`src/serial_target_unit_pkg.sv`:
```
// package: register map, fields, types and constants of the serial target unit
package serial_target_unit_pkg;

    // ----------------------------------------
    // register byte offsets
    // ----------------------------------------
    localparam logic [11:0] grab_request_off = 12'h024;
    localparam logic [11:0] give_back_off = 12'h028;
    localparam logic [11:0] done_event_off = 12'h104;
    localparam logic [11:0] rx_full_event_off = 12'h110;
    localparam logic [11:0] granted_event_off = 12'h128;
    localparam logic [11:0] shortcut_off = 12'h200;
    localparam logic [11:0] owner_status_off = 12'h400;
    localparam logic [11:0] flag_status_off = 12'h440;
    localparam logic [11:0] enable_off = 12'h500;
    localparam logic [11:0] pin_sck_off = 12'h508;
    localparam logic [11:0] pin_miso_off = 12'h50c;
    localparam logic [11:0] pin_mosi_off = 12'h510;
    localparam logic [11:0] pin_csn_off = 12'h514;
    localparam logic [11:0] rx_ptr_off = 12'h534;
    localparam logic [11:0] rx_cap_off = 12'h538;
    localparam logic [11:0] rx_done_off = 12'h53c;
    localparam logic [11:0] tx_ptr_off = 12'h544;
    localparam logic [11:0] tx_cap_off = 12'h548;
    localparam logic [11:0] tx_done_off = 12'h54c;
    localparam logic [11:0] config_off = 12'h554;
    localparam logic [11:0] ignored_fill_off = 12'h55c;
    localparam logic [11:0] overrun_fill_off = 12'h5c0;

    // ----------------------------------------
    // field positions and reset values
    // ----------------------------------------
    localparam int cfg_lsb_first_bit = 0;
    localparam int cfg_cpha_bit = 1;
    localparam int cfg_cpol_bit = 2;
    localparam int pin_connect_bit = 31;
    localparam int flag_tx_excess_bit = 0;
    localparam int flag_rx_excess_bit = 1;
    localparam logic [3:0] enable_value = 4'h2;
    localparam logic [31:0] pin_reset = 32'hffffffff;
    localparam logic [7:0] fill_reset = 8'h00;
    localparam logic [31:0] ptr_reset = 32'h00000000;
    localparam logic [15:0] cap_reset = 16'h0000;

    // semaphore owner, as read back from the owner status register
    typedef enum logic [1:0] {
        own_free = 2'h0,
        own_cpu = 2'h1,
        own_link = 2'h2
    } owner_type;

    // one memory access request towards the ram
    typedef struct packed {
        logic req;
        logic we;
        logic [31:0] addr;
        logic [7:0] wdata;
    } mem_req_type;

    // edge events from the serial pins
    typedef struct packed {
        logic sel_fall;
        logic sel_rise;
        logic sample;
        logic shift;
    } link_ev_type;

endpackage

```
`src/serial_target_unit_target.sv`:
```
// serial target unit with memory access engine and hardware semaphore
// ----------------------------------------
// Functional notes
// - all four clock modes from polarity and phase bits in configuration
// - done event only after last ram access has finished
// - grab request hands semaphore to cpu and raises granted event
// - give back without cpu ownership is ignored
// - ownership never blocks cpu access to pointers or memory
// - enabling gives semaphore to cpu without granted event
// - grab while cpu owns raises granted event at once
// - select fall tries to take semaphore; failure ignores whole frame
// - ignored frame stays ignored until select rises
// - simultaneous cpu and link attempts favour the cpu
// - granted frame stores mosi bytes and sends transmit buffer
// - granted frame end releases semaphore and raises done event
// - back-to-back frames reuse the same pointers
// - shortcut passes semaphore to cpu after each granted frame
// - cpu request during link ownership granted at frame end
// - with shortcut, one pending request served once after done
// - bytes beyond receive limit set rx excess flag, are dropped
// - bytes beyond transmit limit set tx excess flag, send fill
// - done counts updated at frame end without fill bytes
// - rx buffer full event when receive buffer fills
// - disconnected pin choice detaches that signal
// - miso high impedance while not selected
// ----------------------------------------
//
// Local design decisions: the APB interface to the registers and the register addresses.
`timescale 1ns/10ps
`default_nettype none
module serial_target_unit_target
    import serial_target_unit_pkg::*;
(
    input wire logic pclk,
    input wire logic presetn,
    input wire logic psel,
    input wire logic penable,
    input wire logic pwrite,
    input wire logic [11:0] paddr,
    input wire logic [31:0] pwdata,
    output logic [31:0] prdata,
    output logic pready,
    output logic pslverr,
    output logic [31:0] mem_addr,
    output logic mem_req,
    output logic mem_we,
    output logic [7:0] mem_wdata,
    input wire logic [7:0] mem_rdata,
    input wire logic mem_ack,
    input wire logic csn_pin,
    input wire logic sck_pin,
    input wire logic mosi_pin,
    output logic miso_out,
    output logic miso_oe
);
    // ----------------------------------------
    // registers
    // ----------------------------------------
    logic enable_r;
    logic shortcut_r;
    logic [2:0] config_r;
    logic [31:0] pin_sck_r, pin_miso_r, pin_mosi_r, pin_csn_r;
    logic [31:0] rx_ptr_r, tx_ptr_r;
    logic [15:0] rx_cap_r, tx_cap_r, rx_done_r, tx_done_r;
    logic [7:0] ignored_fill_r, overrun_fill_r;
    logic [1:0] flag_r;
    logic ev_done_r, ev_full_r, ev_grant_r;
    owner_type owner_r;
    logic cpu_pend_r;

    // ----------------------------------------
    // pins and edges
    // ----------------------------------------
    logic csn_lvl, sck_lvl, mosi_lvl, csn_rise, csn_fall, sck_rise, sck_fall;
    logic csn_con, sck_con, mosi_con, miso_con;
    assign csn_con = ~pin_csn_r[pin_connect_bit];
    assign sck_con = ~pin_sck_r[pin_connect_bit];
    assign mosi_con = ~pin_mosi_r[pin_connect_bit];
    assign miso_con = ~pin_miso_r[pin_connect_bit];

    serial_target_unit_pin_sync u_csn (.pclk(pclk), .presetn(presetn), .pin(csn_pin | ~csn_con),
        .level(csn_lvl), .rise(csn_rise), .fall(csn_fall));
    serial_target_unit_pin_sync u_sck (.pclk(pclk), .presetn(presetn), .pin(sck_pin & sck_con),
        .level(sck_lvl), .rise(sck_rise), .fall(sck_fall));
    serial_target_unit_pin_sync u_mosi (.pclk(pclk), .presetn(presetn), .pin(mosi_pin & mosi_con),
        .level(mosi_lvl), .rise(), .fall());

    // leading edge is rise for cpol 0, fall for cpol 1; cpha picks the sampling edge
    logic lead_edge, trail_edge;
    link_ev_type ev;
    assign lead_edge = config_r[cfg_cpol_bit] ? sck_fall : sck_rise;
    assign trail_edge = config_r[cfg_cpol_bit] ? sck_rise : sck_fall;
    assign ev.sel_fall = enable_r & csn_fall;
    assign ev.sel_rise = csn_rise;
    assign ev.sample = ~csn_lvl & (config_r[cfg_cpha_bit] ? trail_edge : lead_edge);
    assign ev.shift = ~csn_lvl & (config_r[cfg_cpha_bit] ? lead_edge : trail_edge);

    // ----------------------------------------
    // apb decode
    // ----------------------------------------
    logic wr_en, rd_en;
    logic grab_task, give_task;
    assign wr_en = psel & penable & pwrite;
    assign rd_en = psel & penable & ~pwrite;
    assign grab_task = wr_en & (paddr == grab_request_off) & pwdata[0];
    assign give_task = wr_en & (paddr == give_back_off) & pwdata[0];

    logic enable_wr;
    assign enable_wr = wr_en & (paddr == enable_off);

    // ----------------------------------------
    // frame state
    // ----------------------------------------
    typedef enum {st_idle, st_granted, st_ignored, st_drain} frame_type;
    frame_type st_r;
    logic [15:0] rx_cnt_r, tx_cnt_r;
    logic [7:0] tx_byte_r;
    logic wr_pend_r, rd_pend_r;
    logic start_r, first_rd_r, busy_r;
    logic [7:0] wr_byte_r;
    logic [7:0] rx_byte;
    logic rx_valid, tx_need, sh_miso;

    serial_target_unit_shifter u_shift (.pclk(pclk), .presetn(presetn), .start(start_r),
        .sample(ev.sample), .shift(ev.shift), .cpha(config_r[cfg_cpha_bit]),
        .lsb_first(config_r[cfg_lsb_first_bit]), .mosi(mosi_lvl), .tx_byte(tx_byte_r),
        .rx_byte(rx_byte), .rx_valid(rx_valid), .tx_need(tx_need), .miso(sh_miso));

    // link side takes semaphore only if free and the cpu is not asking this cycle
    logic link_take, link_fail, frame_end;
    assign link_take = ev.sel_fall & (owner_r == own_free) & ~grab_task;
    assign link_fail = ev.sel_fall & ~link_take;
    assign frame_end = (st_r == st_drain) & ~wr_pend_r & ~rd_pend_r;

    logic rx_room, tx_room;
    assign rx_room = rx_cnt_r < rx_cap_r;
    assign tx_room = tx_cnt_r < tx_cap_r;

    // acknowledge kind follows the access in flight, not the pending flags
    logic wr_ack, rd_ack, rx_fill;
    assign wr_ack = mem_ack & mem_we;
    assign rd_ack = mem_ack & ~mem_we;
    assign rx_fill = wr_ack & (rx_cnt_r + 16'h0001 == rx_cap_r);

    // ----------------------------------------
    // semaphore
    // ----------------------------------------
    always_ff @(posedge pclk or negedge presetn) begin
        if (!presetn) begin
            owner_r <= own_free;
            cpu_pend_r <= 1'b0;
            ev_grant_r <= 1'b0;
        end else begin
            if (enable_wr) begin
                owner_r <= (pwdata[3:0] == enable_value) ? own_cpu : own_free;
                cpu_pend_r <= 1'b0;
            end else if (frame_end) begin
                if (shortcut_r | cpu_pend_r | grab_task) begin
                    owner_r <= own_cpu;
                    ev_grant_r <= 1'b1;
                end else begin
                    owner_r <= own_free;
                end
                cpu_pend_r <= 1'b0;
            end else if (grab_task) begin
                if (owner_r == own_link) begin
                    cpu_pend_r <= 1'b1;
                end else begin
                    owner_r <= own_cpu;
                    ev_grant_r <= 1'b1;
                end
            end else if (give_task && owner_r == own_cpu) begin
                owner_r <= own_free;
            end else if (link_take) begin
                owner_r <= own_link;
            end
            if (wr_en && paddr == granted_event_off) begin
                ev_grant_r <= pwdata[0] | (frame_end & (shortcut_r | cpu_pend_r));
            end
        end
    end

    // ----------------------------------------
    // frame engine and memory access
    // ----------------------------------------
    always_ff @(posedge pclk or negedge presetn) begin
        if (!presetn) begin
            st_r <= st_idle;
            rx_cnt_r <= 16'h0000;
            tx_cnt_r <= 16'h0000;
            tx_byte_r <= fill_reset;
            wr_pend_r <= 1'b0;
            rd_pend_r <= 1'b0;
            wr_byte_r <= 8'h00;
            flag_r <= 2'h0;
            rx_done_r <= 16'h0000;
            tx_done_r <= 16'h0000;
            ev_done_r <= 1'b0;
            ev_full_r <= 1'b0;
            start_r <= 1'b0;
            first_rd_r <= 1'b0;
        end else begin
            start_r <= 1'b0;
            case (st_r)
                st_idle: begin
                    if (link_take) begin
                        st_r <= st_granted;
                        rx_cnt_r <= 16'h0000;
                        tx_cnt_r <= 16'h0000;
                        flag_r <= 2'h0;
                        rd_pend_r <= (tx_cap_r != 16'h0000);
                        first_rd_r <= (tx_cap_r != 16'h0000);
                        start_r <= (tx_cap_r == 16'h0000);
                        tx_byte_r <= overrun_fill_r;
                    end else if (link_fail) begin
                        st_r <= st_ignored;
                        tx_byte_r <= ignored_fill_r;
                        start_r <= 1'b1;
                    end
                end
                st_ignored: begin
                    if (ev.sel_rise) begin
                        st_r <= st_idle;
                    end
                end
                st_granted: begin
                    if (rx_valid) begin
                        if (rx_room) begin
                            wr_pend_r <= 1'b1;
                            wr_byte_r <= rx_byte;
                        end else begin
                            flag_r[flag_rx_excess_bit] <= 1'b1;
                        end
                    end
                    if (tx_need) begin
                        if (tx_room) begin
                            rd_pend_r <= 1'b1;
                        end else begin
                            tx_byte_r <= overrun_fill_r;
                            flag_r[flag_tx_excess_bit] <= 1'b1;
                        end
                    end
                    if (ev.sel_rise) begin
                        st_r <= st_drain;
                    end
                end
                st_drain: begin
                    if (frame_end) begin
                        st_r <= st_idle;
                        rx_done_r <= rx_cnt_r;
                        tx_done_r <= tx_cnt_r;
                        ev_done_r <= 1'b1;
                    end
                end
                default: st_r <= st_idle;
            endcase
            // a write serves first; read fetches the next transmit byte
            if (wr_ack) begin
                wr_pend_r <= 1'b0;
                rx_cnt_r <= rx_cnt_r + 16'h0001;
                if (rx_fill) begin
                    ev_full_r <= 1'b1;
                end
            end else if (rd_ack) begin
                rd_pend_r <= 1'b0;
                tx_byte_r <= mem_rdata;
                tx_cnt_r <= tx_cnt_r + 16'h0001;
                first_rd_r <= 1'b0;
                // shifter loads only once the first transmit byte is in
                if (first_rd_r) begin
                    start_r <= 1'b1;
                end
            end
            if (wr_en && paddr == done_event_off) begin
                ev_done_r <= pwdata[0] | frame_end;
            end
            if (wr_en && paddr == rx_full_event_off) begin
                ev_full_r <= pwdata[0] | rx_fill;
            end
        end
    end

    // memory request outputs, registered; one access in flight, request is a one-cycle pulse, address and data held until acknowledged
    logic issue;
    logic [31:0] next_addr;
    assign issue = (wr_pend_r | rd_pend_r) & ~busy_r;
    assign next_addr = wr_pend_r ? rx_ptr_r + {16'h0000, rx_cnt_r} : tx_ptr_r + {16'h0000, tx_cnt_r};
    always_ff @(posedge pclk or negedge presetn) begin
        if (!presetn) begin
            mem_req <= 1'b0;
            mem_we <= 1'b0;
            mem_addr <= ptr_reset;
            mem_wdata <= 8'h00;
            busy_r <= 1'b0;
        end else begin
            mem_req <= issue;
            if (issue) begin
                busy_r <= 1'b1;
                mem_we <= wr_pend_r;
                mem_addr <= next_addr;
                mem_wdata <= wr_byte_r;
            end else if (mem_ack) begin
                busy_r <= 1'b0;
            end
        end
    end

    // miso drives only while selected and connected
    always_ff @(posedge pclk or negedge presetn) begin
        if (!presetn) begin
            miso_out <= 1'b0;
            miso_oe <= 1'b0;
        end else begin
            miso_out <= sh_miso;
            miso_oe <= ~csn_lvl & miso_con & enable_r;
        end
    end

    // ----------------------------------------
    // register writes (ownership is advisory only)
    // ----------------------------------------
    always_ff @(posedge pclk or negedge presetn) begin
        if (!presetn) begin
            enable_r <= 1'b0;
            shortcut_r <= 1'b0;
            config_r <= 3'h0;
            pin_sck_r <= pin_reset;
            pin_miso_r <= pin_reset;
            pin_mosi_r <= pin_reset;
            pin_csn_r <= pin_reset;
            rx_ptr_r <= ptr_reset;
            tx_ptr_r <= ptr_reset;
            rx_cap_r <= cap_reset;
            tx_cap_r <= cap_reset;
            ignored_fill_r <= fill_reset;
            overrun_fill_r <= fill_reset;
        end else if (wr_en) begin
            case (paddr)
                enable_off: enable_r <= (pwdata[3:0] == enable_value);
                shortcut_off: shortcut_r <= pwdata[2];
                config_off: config_r <= pwdata[2:0];
                pin_sck_off: pin_sck_r <= pwdata;
                pin_miso_off: pin_miso_r <= pwdata;
                pin_mosi_off: pin_mosi_r <= pwdata;
                pin_csn_off: pin_csn_r <= pwdata;
                rx_ptr_off: rx_ptr_r <= pwdata;
                tx_ptr_off: tx_ptr_r <= pwdata;
                rx_cap_off: rx_cap_r <= pwdata[15:0];
                tx_cap_off: tx_cap_r <= pwdata[15:0];
                ignored_fill_off: ignored_fill_r <= pwdata[7:0];
                overrun_fill_off: overrun_fill_r <= pwdata[7:0];
                default: ;
            endcase
        end
    end

    // ----------------------------------------
    // read mux
    // ----------------------------------------
    logic [31:0] rd_mux;
    logic known;
    always_comb begin
        rd_mux = 32'h00000000;
        known = 1'b1;
        case (paddr)
            grab_request_off, give_back_off: rd_mux = 32'h00000000;
            done_event_off: rd_mux = {31'h0, ev_done_r};
            rx_full_event_off: rd_mux = {31'h0, ev_full_r};
            granted_event_off: rd_mux = {31'h0, ev_grant_r};
            shortcut_off: rd_mux = {29'h0, shortcut_r, 2'h0};
            owner_status_off: rd_mux = {30'h0, owner_r};
            flag_status_off: rd_mux = {30'h0, flag_r};
            enable_off: rd_mux = enable_r ? {28'h0, enable_value} : 32'h00000000;
            pin_sck_off: rd_mux = pin_sck_r;
            pin_miso_off: rd_mux = pin_miso_r;
            pin_mosi_off: rd_mux = pin_mosi_r;
            pin_csn_off: rd_mux = pin_csn_r;
            rx_ptr_off: rd_mux = rx_ptr_r;
            rx_cap_off: rd_mux = {16'h0, rx_cap_r};
            rx_done_off: rd_mux = {16'h0, rx_done_r};
            tx_ptr_off: rd_mux = tx_ptr_r;
            tx_cap_off: rd_mux = {16'h0, tx_cap_r};
            tx_done_off: rd_mux = {16'h0, tx_done_r};
            config_off: rd_mux = {29'h0, config_r};
            ignored_fill_off: rd_mux = {24'h0, ignored_fill_r};
            overrun_fill_off: rd_mux = {24'h0, overrun_fill_r};
            default: known = 1'b0;
        endcase
    end

    always_ff @(posedge pclk or negedge presetn) begin
        if (!presetn) begin
            prdata <= 32'h00000000;
            pready <= 1'b0;
            pslverr <= 1'b0;
        end else begin
            pready <= psel & ~penable;
            pslverr <= psel & ~penable & ~known;
            prdata <= (psel & ~penable & ~pwrite) ? rd_mux : 32'h00000000;
        end
    end
endmodule
`default_nettype wire

```
`src/serial_target_unit_pin_sync.sv`:
```
// two-stage pin synchroniser with edge outputs
`timescale 1ns/10ps
`default_nettype none
module serial_target_unit_pin_sync
    import serial_target_unit_pkg::*;
(
    input wire logic pclk,
    input wire logic presetn,
    input wire logic pin,
    output logic level,
    output logic rise,
    output logic fall
);
    logic meta_r;
    logic sync_r;
    logic prev_r;

    always_ff @(posedge pclk or negedge presetn) begin
        if (!presetn) begin
            meta_r <= 1'b1;
            sync_r <= 1'b1;
            prev_r <= 1'b1;
        end else begin
            meta_r <= pin;
            sync_r <= meta_r;
            prev_r <= sync_r;
        end
    end

    assign level = sync_r;
    assign rise = sync_r & ~prev_r;
    assign fall = ~sync_r & prev_r;
endmodule
`default_nettype wire

```
`src/serial_target_unit_shifter.sv`:
```
// serial byte shifter: samples mosi and presents miso bits
`timescale 1ns/10ps
`default_nettype none
module serial_target_unit_shifter
    import serial_target_unit_pkg::*;
(
    input wire logic pclk,
    input wire logic presetn,
    input wire logic start,
    input wire logic sample,
    input wire logic shift,
    input wire logic cpha,
    input wire logic lsb_first,
    input wire logic mosi,
    input wire logic [7:0] tx_byte,
    output logic [7:0] rx_byte,
    output logic rx_valid,
    output logic tx_need,
    output logic miso
);
    logic [7:0] sh_r;
    logic [7:0] out_r;
    logic [2:0] cnt_r;
    logic rx_valid_r;
    logic tx_need_r;
    logic first_r;
    logic [7:0] rx_next;
    logic [7:0] out_shift;

    assign rx_next = lsb_first ? {mosi, sh_r[7:1]} : {sh_r[6:0], mosi};
    assign out_shift = lsb_first ? {1'b0, out_r[7:1]} : {out_r[6:0], 1'b0};
    assign miso = lsb_first ? out_r[0] : out_r[7];
    assign rx_byte = sh_r;
    assign rx_valid = rx_valid_r;
    assign tx_need = tx_need_r;

    // a new byte loads at frame start and after every eighth sample
    always_ff @(posedge pclk or negedge presetn) begin
        if (!presetn) begin
            sh_r <= 8'h00;
            out_r <= 8'h00;
            cnt_r <= 3'h0;
            rx_valid_r <= 1'b0;
            tx_need_r <= 1'b0;
            first_r <= 1'b0;
        end else begin
            rx_valid_r <= 1'b0;
            tx_need_r <= 1'b0;
            if (start) begin
                cnt_r <= 3'h0;
                out_r <= tx_byte;
                tx_need_r <= 1'b1;
                first_r <= cpha;
            end else begin
                if (sample) begin
                    sh_r <= rx_next;
                    cnt_r <= cnt_r + 3'h1;
                    if (cnt_r == 3'h7) begin
                        rx_valid_r <= 1'b1;
                    end
                end
                if (shift) begin
                    if (first_r) begin
                        first_r <= 1'b0;
                    end else if (cnt_r == 3'h0) begin
                        out_r <= tx_byte;
                        tx_need_r <= 1'b1;
                    end else begin
                        out_r <= out_shift;
                    end
                end
            end
        end
    end
endmodule
`default_nettype wire

```
`config.mk`:
```
export PLATFORM = sky130hd
export DESIGN_NAME = serial_target_unit_target
export DESIGN_NICKNAME = d
export VERILOG_FILES = /design/src/serial_target_unit_pkg.sv /design/src/serial_target_unit_target.sv /design/src/serial_target_unit_pin_sync.sv /design/src/serial_target_unit_shifter.sv
export SDC_FILE = /design/constraint.sdc
export NUM_CORES = 1
export LEC_CHECK = 0
export BUFFER_PORTS_ARGS = -buffer_cell sky130_fd_sc_hd__clkbuf_2
export CAP_MARGIN = 30
export CORE_UTILIZATION = 66
export CTS_CLUSTER_SIZE = 14
export DETAILED_ROUTE_END_ITERATION = 7
export PLACE_DENSITY_LB_ADDON = 0.12
export SLEW_MARGIN = 5
export SYNTH_ARGS = -nofsm -noshare
export SYNTH_HDL_FRONTEND = slang
export SYNTH_HIERARCHICAL = 1
export SYNTH_SLANG_ARGS = --single-unit
```
`constraint.sdc`:
```
create_clock -name pclk -period 5.7 [get_ports pclk]
set_input_delay 0.285 -clock pclk [delete_from_list [all_inputs] [get_ports pclk]]
set_output_delay 0.285 -clock pclk [all_outputs]
set_load 0.02 [all_outputs]
```
* Word level (Yosys, flattened, before mapping)
Index checks and enable logic that the tools add are counted.
** Word-level totals
- Bits in latches :: 0
- Output and inout bits :: 78
- Register bits :: 478
- Bits in writable memories :: 0
- ROM bits :: 0
- Memories :: 0
** Cells by class
- Multipliers :: 0
- Reduce and logical (&&, ||, !) cells :: 54
- Divide/modulo/power cells :: 0
- Magnitude comparators :: 2
- Shift-type cells :: 0
- Mux-type cells :: 99
- Bitwise gates (word level) :: 55
- Eq/ne operators :: 45
- Add/sub/neg operators :: 5
** Operator list (count)
- 32-bit one-hot mux with 20 select lines :: 1
- 32-bit two-way mux :: 7
- 12-bit by 11-bit == test with 1-bit output, second input constant :: 16
- 32-bit one-hot mux with 4 select lines :: 1
- 16-bit two-way mux :: 7
- 8-bit two-way mux :: 12
- 32-bit by 16-bit adder with 32-bit output :: 2
- 32-bit by 2-bit == test with 1-bit output, second input constant :: 2
- 1-bit two-way mux :: 58
- 2-bit AND reduction :: 21
- 12-bit by 9-bit == test with 1-bit output, second input constant :: 3
- 16-bit by 1-bit adder with 16-bit output, second input constant :: 2
- 32-bit by 1-bit == test with 1-bit output, second input constant :: 1
- 32-bit by 3-bit == test with 1-bit output, second input constant :: 1
- 32-bit zero test :: 1
- 16-bit less-than comparator :: 2
- 1-bit AND :: 31
- 2-bit nonzero test :: 13
- 12-bit by 6-bit == test with 1-bit output, second input constant :: 2
- 22-bit OR reduction :: 1
- 1-bit inverter :: 17
- 16-bit == test :: 1
- 16-bit zero test :: 1
- 2-bit two-way mux :: 8
- other kinds (25) :: 49

* Logic depth before layout (Yosys ltp)
Gate-level depths: netlist (run 1).
- Word-level depth :: 14
- Depth in mapped cells :: 11
- Gate-level depth less buffers :: 11

* Cells and area by module
The synthesis (run 1) kept the hierarchy.
** Modules (own cells, without submodules)
- serial_target_unit_target :: instances 1, cells an instance 2012, area an instance 21561.9 um^2
- serial_target_unit_shifter :: instances 1, cells an instance 117, area an instance 1257.5 um^2
- serial_target_unit_pin_sync :: instances 3, cells an instance 5, area an instance 93.8 um^2

* Worst setup path after synthesis (run 1)
OpenSTA, ideal clock, no wires.
- Kind :: flip-flop to flip-flop
- From :: register rx_cnt_r[0]
- To :: register mem_addr[28]
- Data required time :: 5.559 ns
- Data arrival time :: 2.575 ns
- Setup slack :: 2.984 ns
- Period minus slack after synthesis :: 2.716 ns
- Library setup time :: 0.141 ns
- Cell stages (with the launch flop) :: 12
- Path through :: dfrtp_1 > ha_1 > inv_1 > fa_1 > nand2b_1 > a21oi_1 > o21ai_1 > and3_1 > o41a_1 > nor3b_1 > xnor2_1 > o221ai_1
** On the way
- Cells in the longest elaborated chain, start to end :: 2
** Ends and longest elaborated chain
- start, declared :: line serial_target_unit_target.sv:116 : logic [15:0] rx_cnt_r, tx_cnt_r;
- start signal, assigned :: line serial_target_unit_target.sv:260 : rx_cnt_r <= rx_cnt_r + 16'h0001;
- 32-bit by 16-bit adder with 32-bit output :: line serial_target_unit_target.sv:287 : assign next_addr = wr_pend_r ? rx_ptr_r + {16'h0000, rx_cnt_r} : tx_ptr_r + {16'h0000, tx_cnt_r};
- 32-bit two-way mux :: line serial_target_unit_target.sv:287
- end signal, assigned :: line serial_target_unit_target.sv:292 : mem_addr <= ptr_reset;
- end signal, assigned :: line serial_target_unit_target.sv:300 : mem_addr <= next_addr;
- end, declared :: line serial_target_unit_target.sv:44 : output logic [31:0] mem_addr,
No other way between the ends.
A chain may end at the register's enable or synchronous reset.

* Worst setup path in the final report (run 1)
- From :: register rx_cnt_r[1]
- To :: register wr_byte_r[4]
** On the way
- Cells in the longest elaborated chain, start to end :: 2
** Ends and longest elaborated chain
- 16-bit less-than comparator :: line serial_target_unit_target.sv:136 : assign rx_room = rx_cnt_r < rx_cap_r;
- 3-bit AND reduction (no source line)
- end signal, assigned :: line serial_target_unit_target.sv:230 : wr_byte_r <= rx_byte;
- end, declared :: line serial_target_unit_target.sv:120 : logic [7:0] wr_byte_r;
No other way between the ends.

==> results.md, run 1 <==
* CP peak stage delay at 0.58 ns
* H-tree Lvls at 2
* RSZ-0062 raised after global routing: false
* Power share of the sequential group at 0.457
* Row count at 68
* Fin. max-slew vios at 0
* Hold Path Origin: pwdata[24]
* Ports at around 140
* Req. time, crit path at slightly above 6 ns
* Layout area overhead at 12.4%
* Layout cells sized above 1 at 0.292
* Final hold viol count at 0
* Vias in the first global route at 18300
* CP Buf/Inv Count at 0
* Tightest Pin Transition at about 1.0 ns
* Slowest-stage cell, CP: nor2_2
* # clock sinks at around 450
* DIE AREA at around 36000 sq um
* Crit-path leading delay family: compound AO/OA/AOI/OAI gates
* Total setup buffers inserted after CTS at 0
* CP max FO at 9
* Post-Route WL at a little under 70 mm
* Switching share of total power at 0.278
* Worst r2r path cells at 9
* Initial antenna violation count at 0
* Final ANT Viol Nets at 0
* Root buf cell: clkbuf_16
* Worst path cell trace: ha_1 > nor2b_1 > o21a_1 > o21ai_0 > a21oi_1 > a2111oi_0 > o22ai_1 > nor2_2 > mux2_2
* RR Startpoint: rx_cnt_r[1]
* Maximum VDD drop at slightly below 0.3 mV
* Worst-skew pair later-pin latency at a little under 0.6 ns
* Worst hold slack at approximately 0.025 ns
* Worst clock skew at 0.0226 ns
* Pint at between 5 and 6 mW
* Final setup viols at 0
* CTS tree: done
* Max Freq at around 290 MHz
* Setup crit end: wr_byte_r[4]
* CP Depth at 9
* Max-Cap Viols at 0
* Synthesis warning total at 6
* Slew HR at 0.317
* Clock power share at 0.410
* Area taken by multi-input logic gates at 11000 sq um
* Longest Clk Path Bufs at 3
* Switch Pwr at about 2.1 mW
* Total grt overflow at 0
* Crit Path Class: reg -> reg
* # diodes at 0
* Finished Core Util at 0.752
* Global-route wire length before repair at 105 mm
* Syn Std Cell Area at roughly 23000 sq um
* Via density per instance at 6.73
* Total track usage at 0.384
* Status: completed
* Non-Filler Instances at 2753
* Sequential cell area at 11400 sq um
* Via count at about 19000
* Flop-to-flop setup slack at between 2 and 2.5 ns
* Nets at between 2000 and 2500
* Final period demand of the worst path at 3.44 ns
* Worst hold path class: in -> reg
* DR WL/cell at approximately 25 um
* Final Cycle Share at 0.604
* Die width at roughly 190 um
* Mapped Avg Cell Area at 10.8 sq um
* Largest net degree at the start of global routing at between 100 and 150
* Placed instance count at around 2700
* Power per cell area at roughly 300 nW/um^2
* Worst path arrival time at 3.89 ns
* DR iter-0 viols at between 1500 and 2000
* Die Y at 189 um
* Dpl cell area at 24200 sq um
* Inserted Clock Buffers at 47
* Syn_nets at ~2300
* Worst Setup End Kind: register
* RePlAce Congestion at around 0.98
* Post-Syn Instances at between 2000 and 2500
* Input/output buffers at ~140
* Final setup TNS at 0 ns
* Pre-Repair DR Iteration Count at 6
* Fill count at 2362
* CORE AREA at around 34000 sq um
* Comb pwr share at 0.133
* Design area at ~26000 sq um
* Starting Density at 0.669
* Worst-path clk slew at 0.06 ns
* Hpwl dp at roughly 46 mm
* CP Launch Type: register
* Static leakage at 11.8 nW
* Crit. Startpoint: rx_cnt_r[1]
* Reg-to-reg endpoint: wr_byte_r[4]
* DRC at 0
* Worst hold path depth at 2
## layer usage
| metal | GRT usage | wire [um] | vias to the layer above |
|---|---|---|---|
| met5 | 0 | 0 | - |
| met2 | 0.616 | 32500 | 915 |
| met4 | 0.202 | 3410 | 0 |
| met1 | 0.510 | 27300 | 9333 |
| met3 | 0.0571 | 4960 | 193 |
| li1 | - | - | 8088 |
## repair_timing
item,in CTS,in global routing
hold buffers,12,0
endpoints found under the hold margin,83,0
gates resized for setup,0,0
## how the worst min path moves through the flow
stage	endpoint
floorplan	busy_r
global placement	ev_grant_r
detailed placement	owner_r[0]
CTS	rx_ptr_r[24]
global route	rx_ptr_r[21]
finish	rx_ptr_r[24]
## layout make-up
class	instances	area share
clock buffers	76	0.0543
clock inverters	12	0.00686
inverters	58	0.00840
multi-input cells	1521	0.424
flip-flops and latches	448	0.439
well taps	455	0.0220
repair buffers	183	0.0451
## flip-flops by register name, summed over array words and instances (netlist names), 32 cells and up
signal / count
mem_addr: 32
pin_csn_r: 32
pin_miso_r: 32
pin_mosi_r: 32
pin_sck_r: 32
prdata: 32
rx_ptr_r: 32
tx_ptr_r: 32
## power groups by stage
stage	clock [mW]	sequential (mW)	combinational (mW)
6_report	3.14	3.50	1.02
5_1_grt	3.28	3.52	1.12
4_1_cts	3.16	3.50	1.00
3_3_place_gp	0	3.54	0.959
3_5_place_dp	0	3.55	0.987
2_1_floorplan	0	3.53	0.603
## worst reg2reg max path, stage by stage, from the launching register on
cell	delay [ns]
dfrtp_1	0.52
ha_1	0.29
nor2b_1	0.13
o21a_1	0.16
o21ai_0	0.17
a21oi_1	0.09
a2111oi_0	0.57
o22ai_1	0.41
nor2_2	0.58
mux2_2	0.42
## through the flow
step                total power, mW  worst slack, ns
floorplan                      4.13             2.98
global placement               4.50             2.49
detailed placement             4.54             2.41
CTS                            7.66             2.32
global route                   7.91             2.23
finish                         7.67             2.26
## cells in the final DEF (no fill, tap or decap), types with 24 or more instances in the layout
master,instances
clkbuf_16,48
nor3_1,27
a31oi_1,50
o21ai_1,30
dfrtp_1,312
o21ai_0,99
a221oi_1,31
nor2_1,96
a22oi_1,105
inv_1,55
and3_1,31
a21oi_1,60
buf_4,26
nand3_1,45
dfstp_2,136
xnor2_1,38
ha_1,68
xor2_1,36
mux2_2,248
a22o_1,24
nand2_1,249
clkbuf_2,137
Note: power is estimated with default switching activity, not from simulation.
==> run 2, diff against run 1 <==
--- a/config.mk
+++ b/config.mk
@@ -7,7 +7,7 @@
 export LEC_CHECK = 0
 export BUFFER_PORTS_ARGS = -buffer_cell sky130_fd_sc_hd__clkbuf_2
 export CAP_MARGIN = 30
-export CORE_UTILIZATION = 66
+export CORE_UTILIZATION = 62
 export CTS_CLUSTER_SIZE = 14
 export DETAILED_ROUTE_END_ITERATION = 7
 export PLACE_DENSITY_LB_ADDON = 0.12
==> constraint.sdc (replaced) <==
create_clock -name pclk -period 3.2 [get_ports pclk]
set_input_delay 0.16 -clock pclk [delete_from_list [all_inputs] [get_ports pclk]]
set_output_delay 0.16 -clock pclk [all_outputs]
set_load 0.02 [all_outputs]
==> run 2 against run 1 <==
  * Clock skew fell by 0.0038 ns
  * Core utilization down 2.6 points
  * Non-clock buffer count up 66
  * Critical path depth is 2 higher
  * First-iteration DRC count is 6.0% lower
  * Clock-buffer cell count is the same
  * Register-to-register slack worse by 2.1 ns
  * Maximum frequency up 12%
  * Wire length fell by 0.76%
  * Largest power group unchanged
  * Die area up 6.4%
  * Combinational power up 77%
==> results.md, run 2 (same netlist as run 1, synthesis figures left out) <==
* Status: completed (unchanged)
* Input/output buffers at 138 (unchanged)
* Die width at 195 um (was 189 um)
* DRC at 0 (unchanged)
* Layout area overhead at 15.3% (was 12.4%)
* Row count at 70 (was 68)
* Total setup buffers inserted after CTS at 0 (unchanged)
* Max Freq at 325 MHz (was 290 MHz)
* Final Cycle Share at 0.961 (was 0.604)
* Via count at 18600 (was 18500)
* Maximum VDD drop at 0.426 mV (was 0.293 mV)
* Dpl cell area at 24500 sq um (was 24200 sq um)
* CORE AREA at 36600 sq um (was 34500 sq um)
* Final period demand of the worst path at 3.08 ns (was 3.44 ns)
* # clock sinks at 448 (unchanged)
* Most common cell after layout, fill and taps aside: dfrtp_1 (unchanged)
* Req. time, crit path at 3.63 ns (was 6.15 ns)
* Design area at 26600 sq um (was 25900 sq um)
* Power per cell area at 523 nW/um^2 (was 296 nW/um^2)
* DR iter-0 viols at 1771 (was 1885)
* Layout cells sized above 1 at 0.301 (was 0.292)
* Via density per instance at 6.56 (was 6.73)
* Place WS at 0.107 ns (was 2.41 ns)
* RePlAce Congestion at 0.949 (was 0.983)
* Hold EP: tx_ptr_r[7] (was rx_ptr_r[24])
* Global-route wire length before repair at 106 mm (was 105 mm)
* Total grt overflow at 0 (unchanged)
* Largest net degree at the start of global routing at 106 (was 143)
* Final setup viols at 0 (unchanged)
* CP max FO at 8 (was 9)
* # diodes at 0 (unchanged)
* Worst-path clk slew at 0.06 ns (about the same)
* Flop-to-flop setup slack at 0.12 ns (was 2.26 ns)
* Max-Cap Viols at 0 (unchanged)
* H-tree Lvls at 2 (unchanged)
* Fin. max-slew vios at 0 (unchanged)
* Worst clock skew at 0.0188 ns (was 0.0226 ns)
* Pre-Repair DR Iteration Count at 6 (unchanged)
* DR WL/cell at 23.9 um (was 24.8 um)
* Root buf cell: clkbuf_16 (unchanged)
* Vias in the first global route at 18400 (was 18300)
* Worst-skew pair later-pin latency at 0.60 ns (was 0.58 ns)
* Most frequent cells in the layout: 312 x dfrtp_1, 248 x nand2_1, 248 x mux2_2 (was 312 x dfrtp_1, 249 x nand2_1, 248 x mux2_2)
* Worst hold path depth at 2 (unchanged)
* Reg-to-reg endpoint: mem_addr[28] (was wr_byte_r[4])
* Finished Core Util at 0.726 (was 0.752)
* Nets at 2457 (was 2390)
* RSZ-0062 raised after global routing: false (unchanged)
* Hold Path Origin: pwdata[7] (was pwdata[24])
* Total track usage at 0.361 (was 0.384)
* Tightest Pin Transition at 0.941 ns (was 1.02 ns)
* Static leakage at 12.2 nW (was 11.8 nW)
* Worst r2r path cells at 11 (was 9)
* Worst hold path class: in -> reg (unchanged)
* Ports at 139 (unchanged)
* RR Startpoint: rx_ptr_r[0] (was rx_cnt_r[1])
* Post-Route WL at 67.6 mm (was 68.2 mm)
* Final setup TNS at 0 ns (unchanged)
* DIE AREA at 38000 sq um (was 35700 sq um)
* Die Y at 195 um (was 189 um)
* Inserted Clock Buffers at 48 (was 47)
* Final ANT Viol Nets at 0 (unchanged)
* CTS tree: done (unchanged)
* Longest Clk Path Bufs at 3 (unchanged)
* Starting Density at 0.630 (was 0.669)
* Slew HR at 0.373 (was 0.317)
* Fin worst setup slack at 0.124 ns (was 2.26 ns)
* Hpwl dp at 46.6 mm (was 45.7 mm)
* Worst path arrival time at 3.51 ns (was 3.89 ns)
* Initial antenna violation count at 0 (unchanged)
* Worst Setup End Kind: register (unchanged)
* Final hold viol count at 0 (unchanged)
* CP Launch Type: register (unchanged)
* Crit Path Class: reg -> reg (unchanged)
==> run 2: cell types whose count changed in the layout (fill, tap and decap cells not counted), sizes merged <==
cell and change:
bufinv +1, clkinvlp +1, dlygate4sd3 +31, buf +35
inv +2, clkinv -2
==> run 2: critical path: stages (launching register included) <==
cell and delay (ns):
dfrtp_1 0.38, ha_1 0.22, inv_1 0.07, fa_1 0.38
nand2b_1 0.19, a21oi_1 0.22, o21ai_1 0.14, and3_1 0.22
o41a_1 0.49, nor3b_1 0.31, xnor2_1 0.16, o221ai_1 0.12
==> run 2: stage by stage <==
stage / instances / hold slack (ns) / power (mW)
floorplan: 2141 / -0.136 / 7.36
global placement: 2701 / 0.273 / 8.02
detailed placement: 2701 / 0.282 / 8.09
CTS: 2834 / 0.0389 / 13.9
global route: 2834 / 0.0508 / 14.4
finish: 2834 / 0.0519 / 13.9
==> run 2: worst max path at each step <==
stage,startpoint,end,cells after the start
CTS,rx_cnt_r[1],wr_byte_r[1],10
global route,rx_ptr_r[0],mem_addr[28],11
detailed placement,rx_cnt_r[1],wr_byte_r[1],10
finish,rx_ptr_r[0],mem_addr[28],11
floorplan,rx_cnt_r[0],mem_addr[28],11
global placement,rx_ptr_r[0],mem_addr[28],11
==> run 2: cell type report <==
type | instances | area [sq um]
sequential | 448 | 11400
multi-input combinational | 1521 | 11000
fill | 2638 | 10000
timing repair buffer | 249 | 1740
clock buffer | 76 | 1450
tap | 468 | 586
inverter | 58 | 218
clock inverter | 14 | 211
==> run 2: power breakdown <==
group	switching, mW	internal (mW)
registers	0.310	5.94
clock network	2.32	3.51
logic	1.19	0.617
==> run 2: metal layers <==
metal	vias to the layer above	GRT usage	wire length (um)	share of wire
met3	205	0.0536	4780	0.071
li1	8231	-	-	-
met2	865	0.570	31300	0.46
met1	9304	0.494	28300	0.42
met5	-	0	0	0
met4	0	0.172	3260	0.048
==> run 2: what timing repair did <==
item | in CTS | in global routing
hold buffers | 43 | 0
gates resized for setup | 0 | 2
endpoints found under the hold margin | 267 | 0
setup endpoints to repair | 0 | 9
==> run 3, diff against run 2 <==
--- a/config.mk
+++ b/config.mk
@@ -11,6 +11,7 @@
 export CTS_CLUSTER_SIZE = 14
 export DETAILED_ROUTE_END_ITERATION = 7
 export PLACE_DENSITY_LB_ADDON = 0.12
+export RECOVER_POWER = 100
 export SLEW_MARGIN = 5
 export SYNTH_ARGS = -nofsm -noshare
 export SYNTH_HDL_FRONTEND = slang
==> run 3 against run 2 <==
  * Core utilization fell by 0.77 points
  * Sequential power barely moved
  * Via count rose by 0.19%
  * The flow now finishes with violations (capacitance limit, slew limit)
  * Maximum frequency fell by 1.0%
  * Largest power group unchanged
==> results.md, run 3 (same netlist as run 1, synthesis figures left out) <==
* Status: finished with violations (was completed)
* Violated checks: capacitance limit, slew limit
* Power per cell area at 525 nW/um^2 (was 523 nW/um^2)
* DR WL/cell at 23.9 um (about the same)
* Worst-skew pair later-pin latency at 0.60 ns (about the same)
* Max Freq at 322 MHz (was 325 MHz)
* CORE AREA at 36600 sq um (unchanged)
* Crit-path leading delay family: compound AO/OA/AOI/OAI gates (unchanged)
* Maximum VDD drop at 0.424 mV (was 0.426 mV)
* Layout cells sized above 1 at 0.254 (was 0.301)
* Root buf cell: clkbuf_16 (unchanged)
* Worst clock skew at 0.0217 ns (was 0.0188 ns)
* Final ANT Viol Nets at 0 (unchanged)
* DRC at 0 (unchanged)
* # diodes at 0 (unchanged)
* Row count at 70 (unchanged)
* Starting Density at 0.630 (unchanged)
* Worst-path clk slew at 0.06 ns (about the same)
* Nets at 2457 (unchanged)
* Largest net degree at the start of global routing at 106 (unchanged)
* Input/output buffers at 138 (unchanged)
* Final Cycle Share at 0.971 (was 0.961)
* Total setup buffers inserted after CTS at 0 (unchanged)
* Max-Cap Viols at 3 (was 0)
* Layout area overhead at 14.1% (was 15.3%)
* Most frequent CP cell: o21ai_0
* Final period demand of the worst path at 3.11 ns (was 3.08 ns)
* # clock sinks at 448 (unchanged)
* Die width at 195 um (unchanged)
* DIE AREA at 38000 sq um (unchanged)
* Initial antenna violation count at 0 (unchanged)
* Place WS at 0.107 ns (unchanged)
* Pre-Repair DR Iteration Count at 5 (was 6)
* Final hold viol count at 0 (unchanged)
* Worst Setup End Kind: register (unchanged)
* Longest Clk Path Bufs at 3 (unchanged)
* CP peak stage delay at 0.52 ns (was 0.49 ns)
* Final setup TNS at 0 ns (unchanged)
* Highest Signal Layer: met4 (unchanged)
* Most frequent cells in the layout: 312 x dfrtp_1, 248 x nand2_1, 247 x mux2_2 (was 312 x dfrtp_1, 248 x nand2_1, 248 x mux2_2)
* Via density per instance at 6.58 (was 6.56)
* Final setup viols at 0 (unchanged)
* Fin worst setup slack at 0.0913 ns (was 0.124 ns)
* Slew HR at -0.787 (was 0.373)
* Total track usage at 0.361 (unchanged)
* Met2 WL post-DR at 31.3 mm (about the same)
* Most common cell after layout, fill and taps aside: dfrtp_1 (unchanged)
* H-tree Lvls at 2 (unchanged)
* RSZ-0062 raised after global routing: false (unchanged)
* Total grt overflow at 0 (unchanged)
* Metal-1 WL at 28.1 mm (was 28.3 mm)
* Crit Path Class: reg -> reg (unchanged)
* Area taken by multi-input logic gates at 10900 sq um (was 11000 sq um)
* RePlAce Congestion at 0.949 (unchanged)
* Worst path cell trace: inv_1 > ha_1 > a21oi_1 > o21ai_0 > a41oi_1 > or2_2 > o21ai_0 > buf_4 > nor2_1 > o32a_1 (was ha_1 > inv_1 > fa_1 > nand2b_1 > a21oi_1 > o21ai_1 > and3_1 > o41a_1 > nor3b_1 > xnor2_1 > o221ai_1)
* CP max FO at 18 (was 8)
* Req. time, crit path at 3.66 ns (was 3.63 ns)
* Worst hold path class: in -> reg (unchanged)
* Ports at 139 (unchanged)
* DR iter-0 viols at 1814 (was 1771)
* Sequential cell area at 11400 sq um (unchanged)
* CTS tree: done (unchanged)
* Hpwl dp at 46.6 mm (unchanged)
* Fin. max-slew vios at 123 (was 0)
* Tightest Pin Transition at 2.68 ns (was 0.941 ns)
* Fill count at 2730 (was 2638)
* Vias in the first global route at 18400 (unchanged)
* Met3 WL at 4.94 mm (was 4.78 mm)
* Slowest-stage cell, CP: o21ai_0 (was o41a_1)
* CP Buf/Inv Count at 2 (was 1)
* CP Launch Type: register (unchanged)
* Global-route wire length before repair at 106 mm (unchanged)
* Die Y at 195 um (unchanged)
* Worst path arrival time at 3.57 ns (was 3.51 ns)
* Inserted Clock Buffers at 48 (unchanged)
* Post-Route WL at 67.6 mm (about the same)
* Via count at 18600 (about the same)
* Static leakage at 11.8 nW (was 12.2 nW)
[run 3: changes by cell type in the layout (fill, tap and decap cells not counted), sizes merged]
cell	before	now
buf	69	45
clkbuf	213	237
[run 3: worst paths after layout]
| kind | to | cells after the start | from | slack (ns) |
|---|---|---|---|---|
| max in group asynchronous | pin_miso_r[11] | 3 | presetn | 0.46 |
| hold reg to reg | u_csn/level | 0 | u_csn/meta_r | 0.36 |
| setup reg to reg | tx_byte_r[5] | 10 | tx_cap_r[9] | 0.09 |
| min in group asynchronous | pslverr | 2 | presetn | 0.89 |
| hold / removal | tx_ptr_r[7] | 2 | pwdata[7] | 0.05 |
| setup / recovery | tx_byte_r[5] | 10 | tx_cap_r[9] | 0.09 |
[run 3: report_power, final]
part | internal (mW) | switching, mW
sequential | 5.94 | 0.300
clock | 3.51 | 2.31
combinational | 0.562 | 1.17
total | 10.0 | 3.79
[run 3: per-stage QoR]
stage          instances  hold WS, ns  utilization  power [mW]  area (sq um)
3_5_place_dp        2701        0.282        0.669        8.09         24500
5_1_grt             2834       0.0508        0.718        14.3         26300
2_1_floorplan       2141       -0.136            -        7.36         23100
4_1_cts             2834       0.0389        0.726        13.9         26600
3_3_place_gp        2701        0.273        0.669        8.02         24500
6_report            2834       0.0476        0.718        13.8         26300
[run 3: cell type report]
class                      instances  share of cell area
clock buffer                      76              0.0550
clock inverter                    14             0.00804
inverter                          58             0.00828
multi-input combinational       1521               0.415
sequential                       448               0.433
tap                              468              0.0223
timing repair buffer             249              0.0591
[run 3: repair_timing]
item | in CTS | in global routing
hold endpoints to repair | 267 | 0
hold buffers | 43 | 0
gates resized for setup | 0 | 2
setup endpoints to repair | 0 | 9
[run 3: layer usage]
metal  track usage  vias up
met2         0.570      892
met5             0        -
met3        0.0536      217
met4         0.172        0
met1         0.494     9307
li1              -     8224
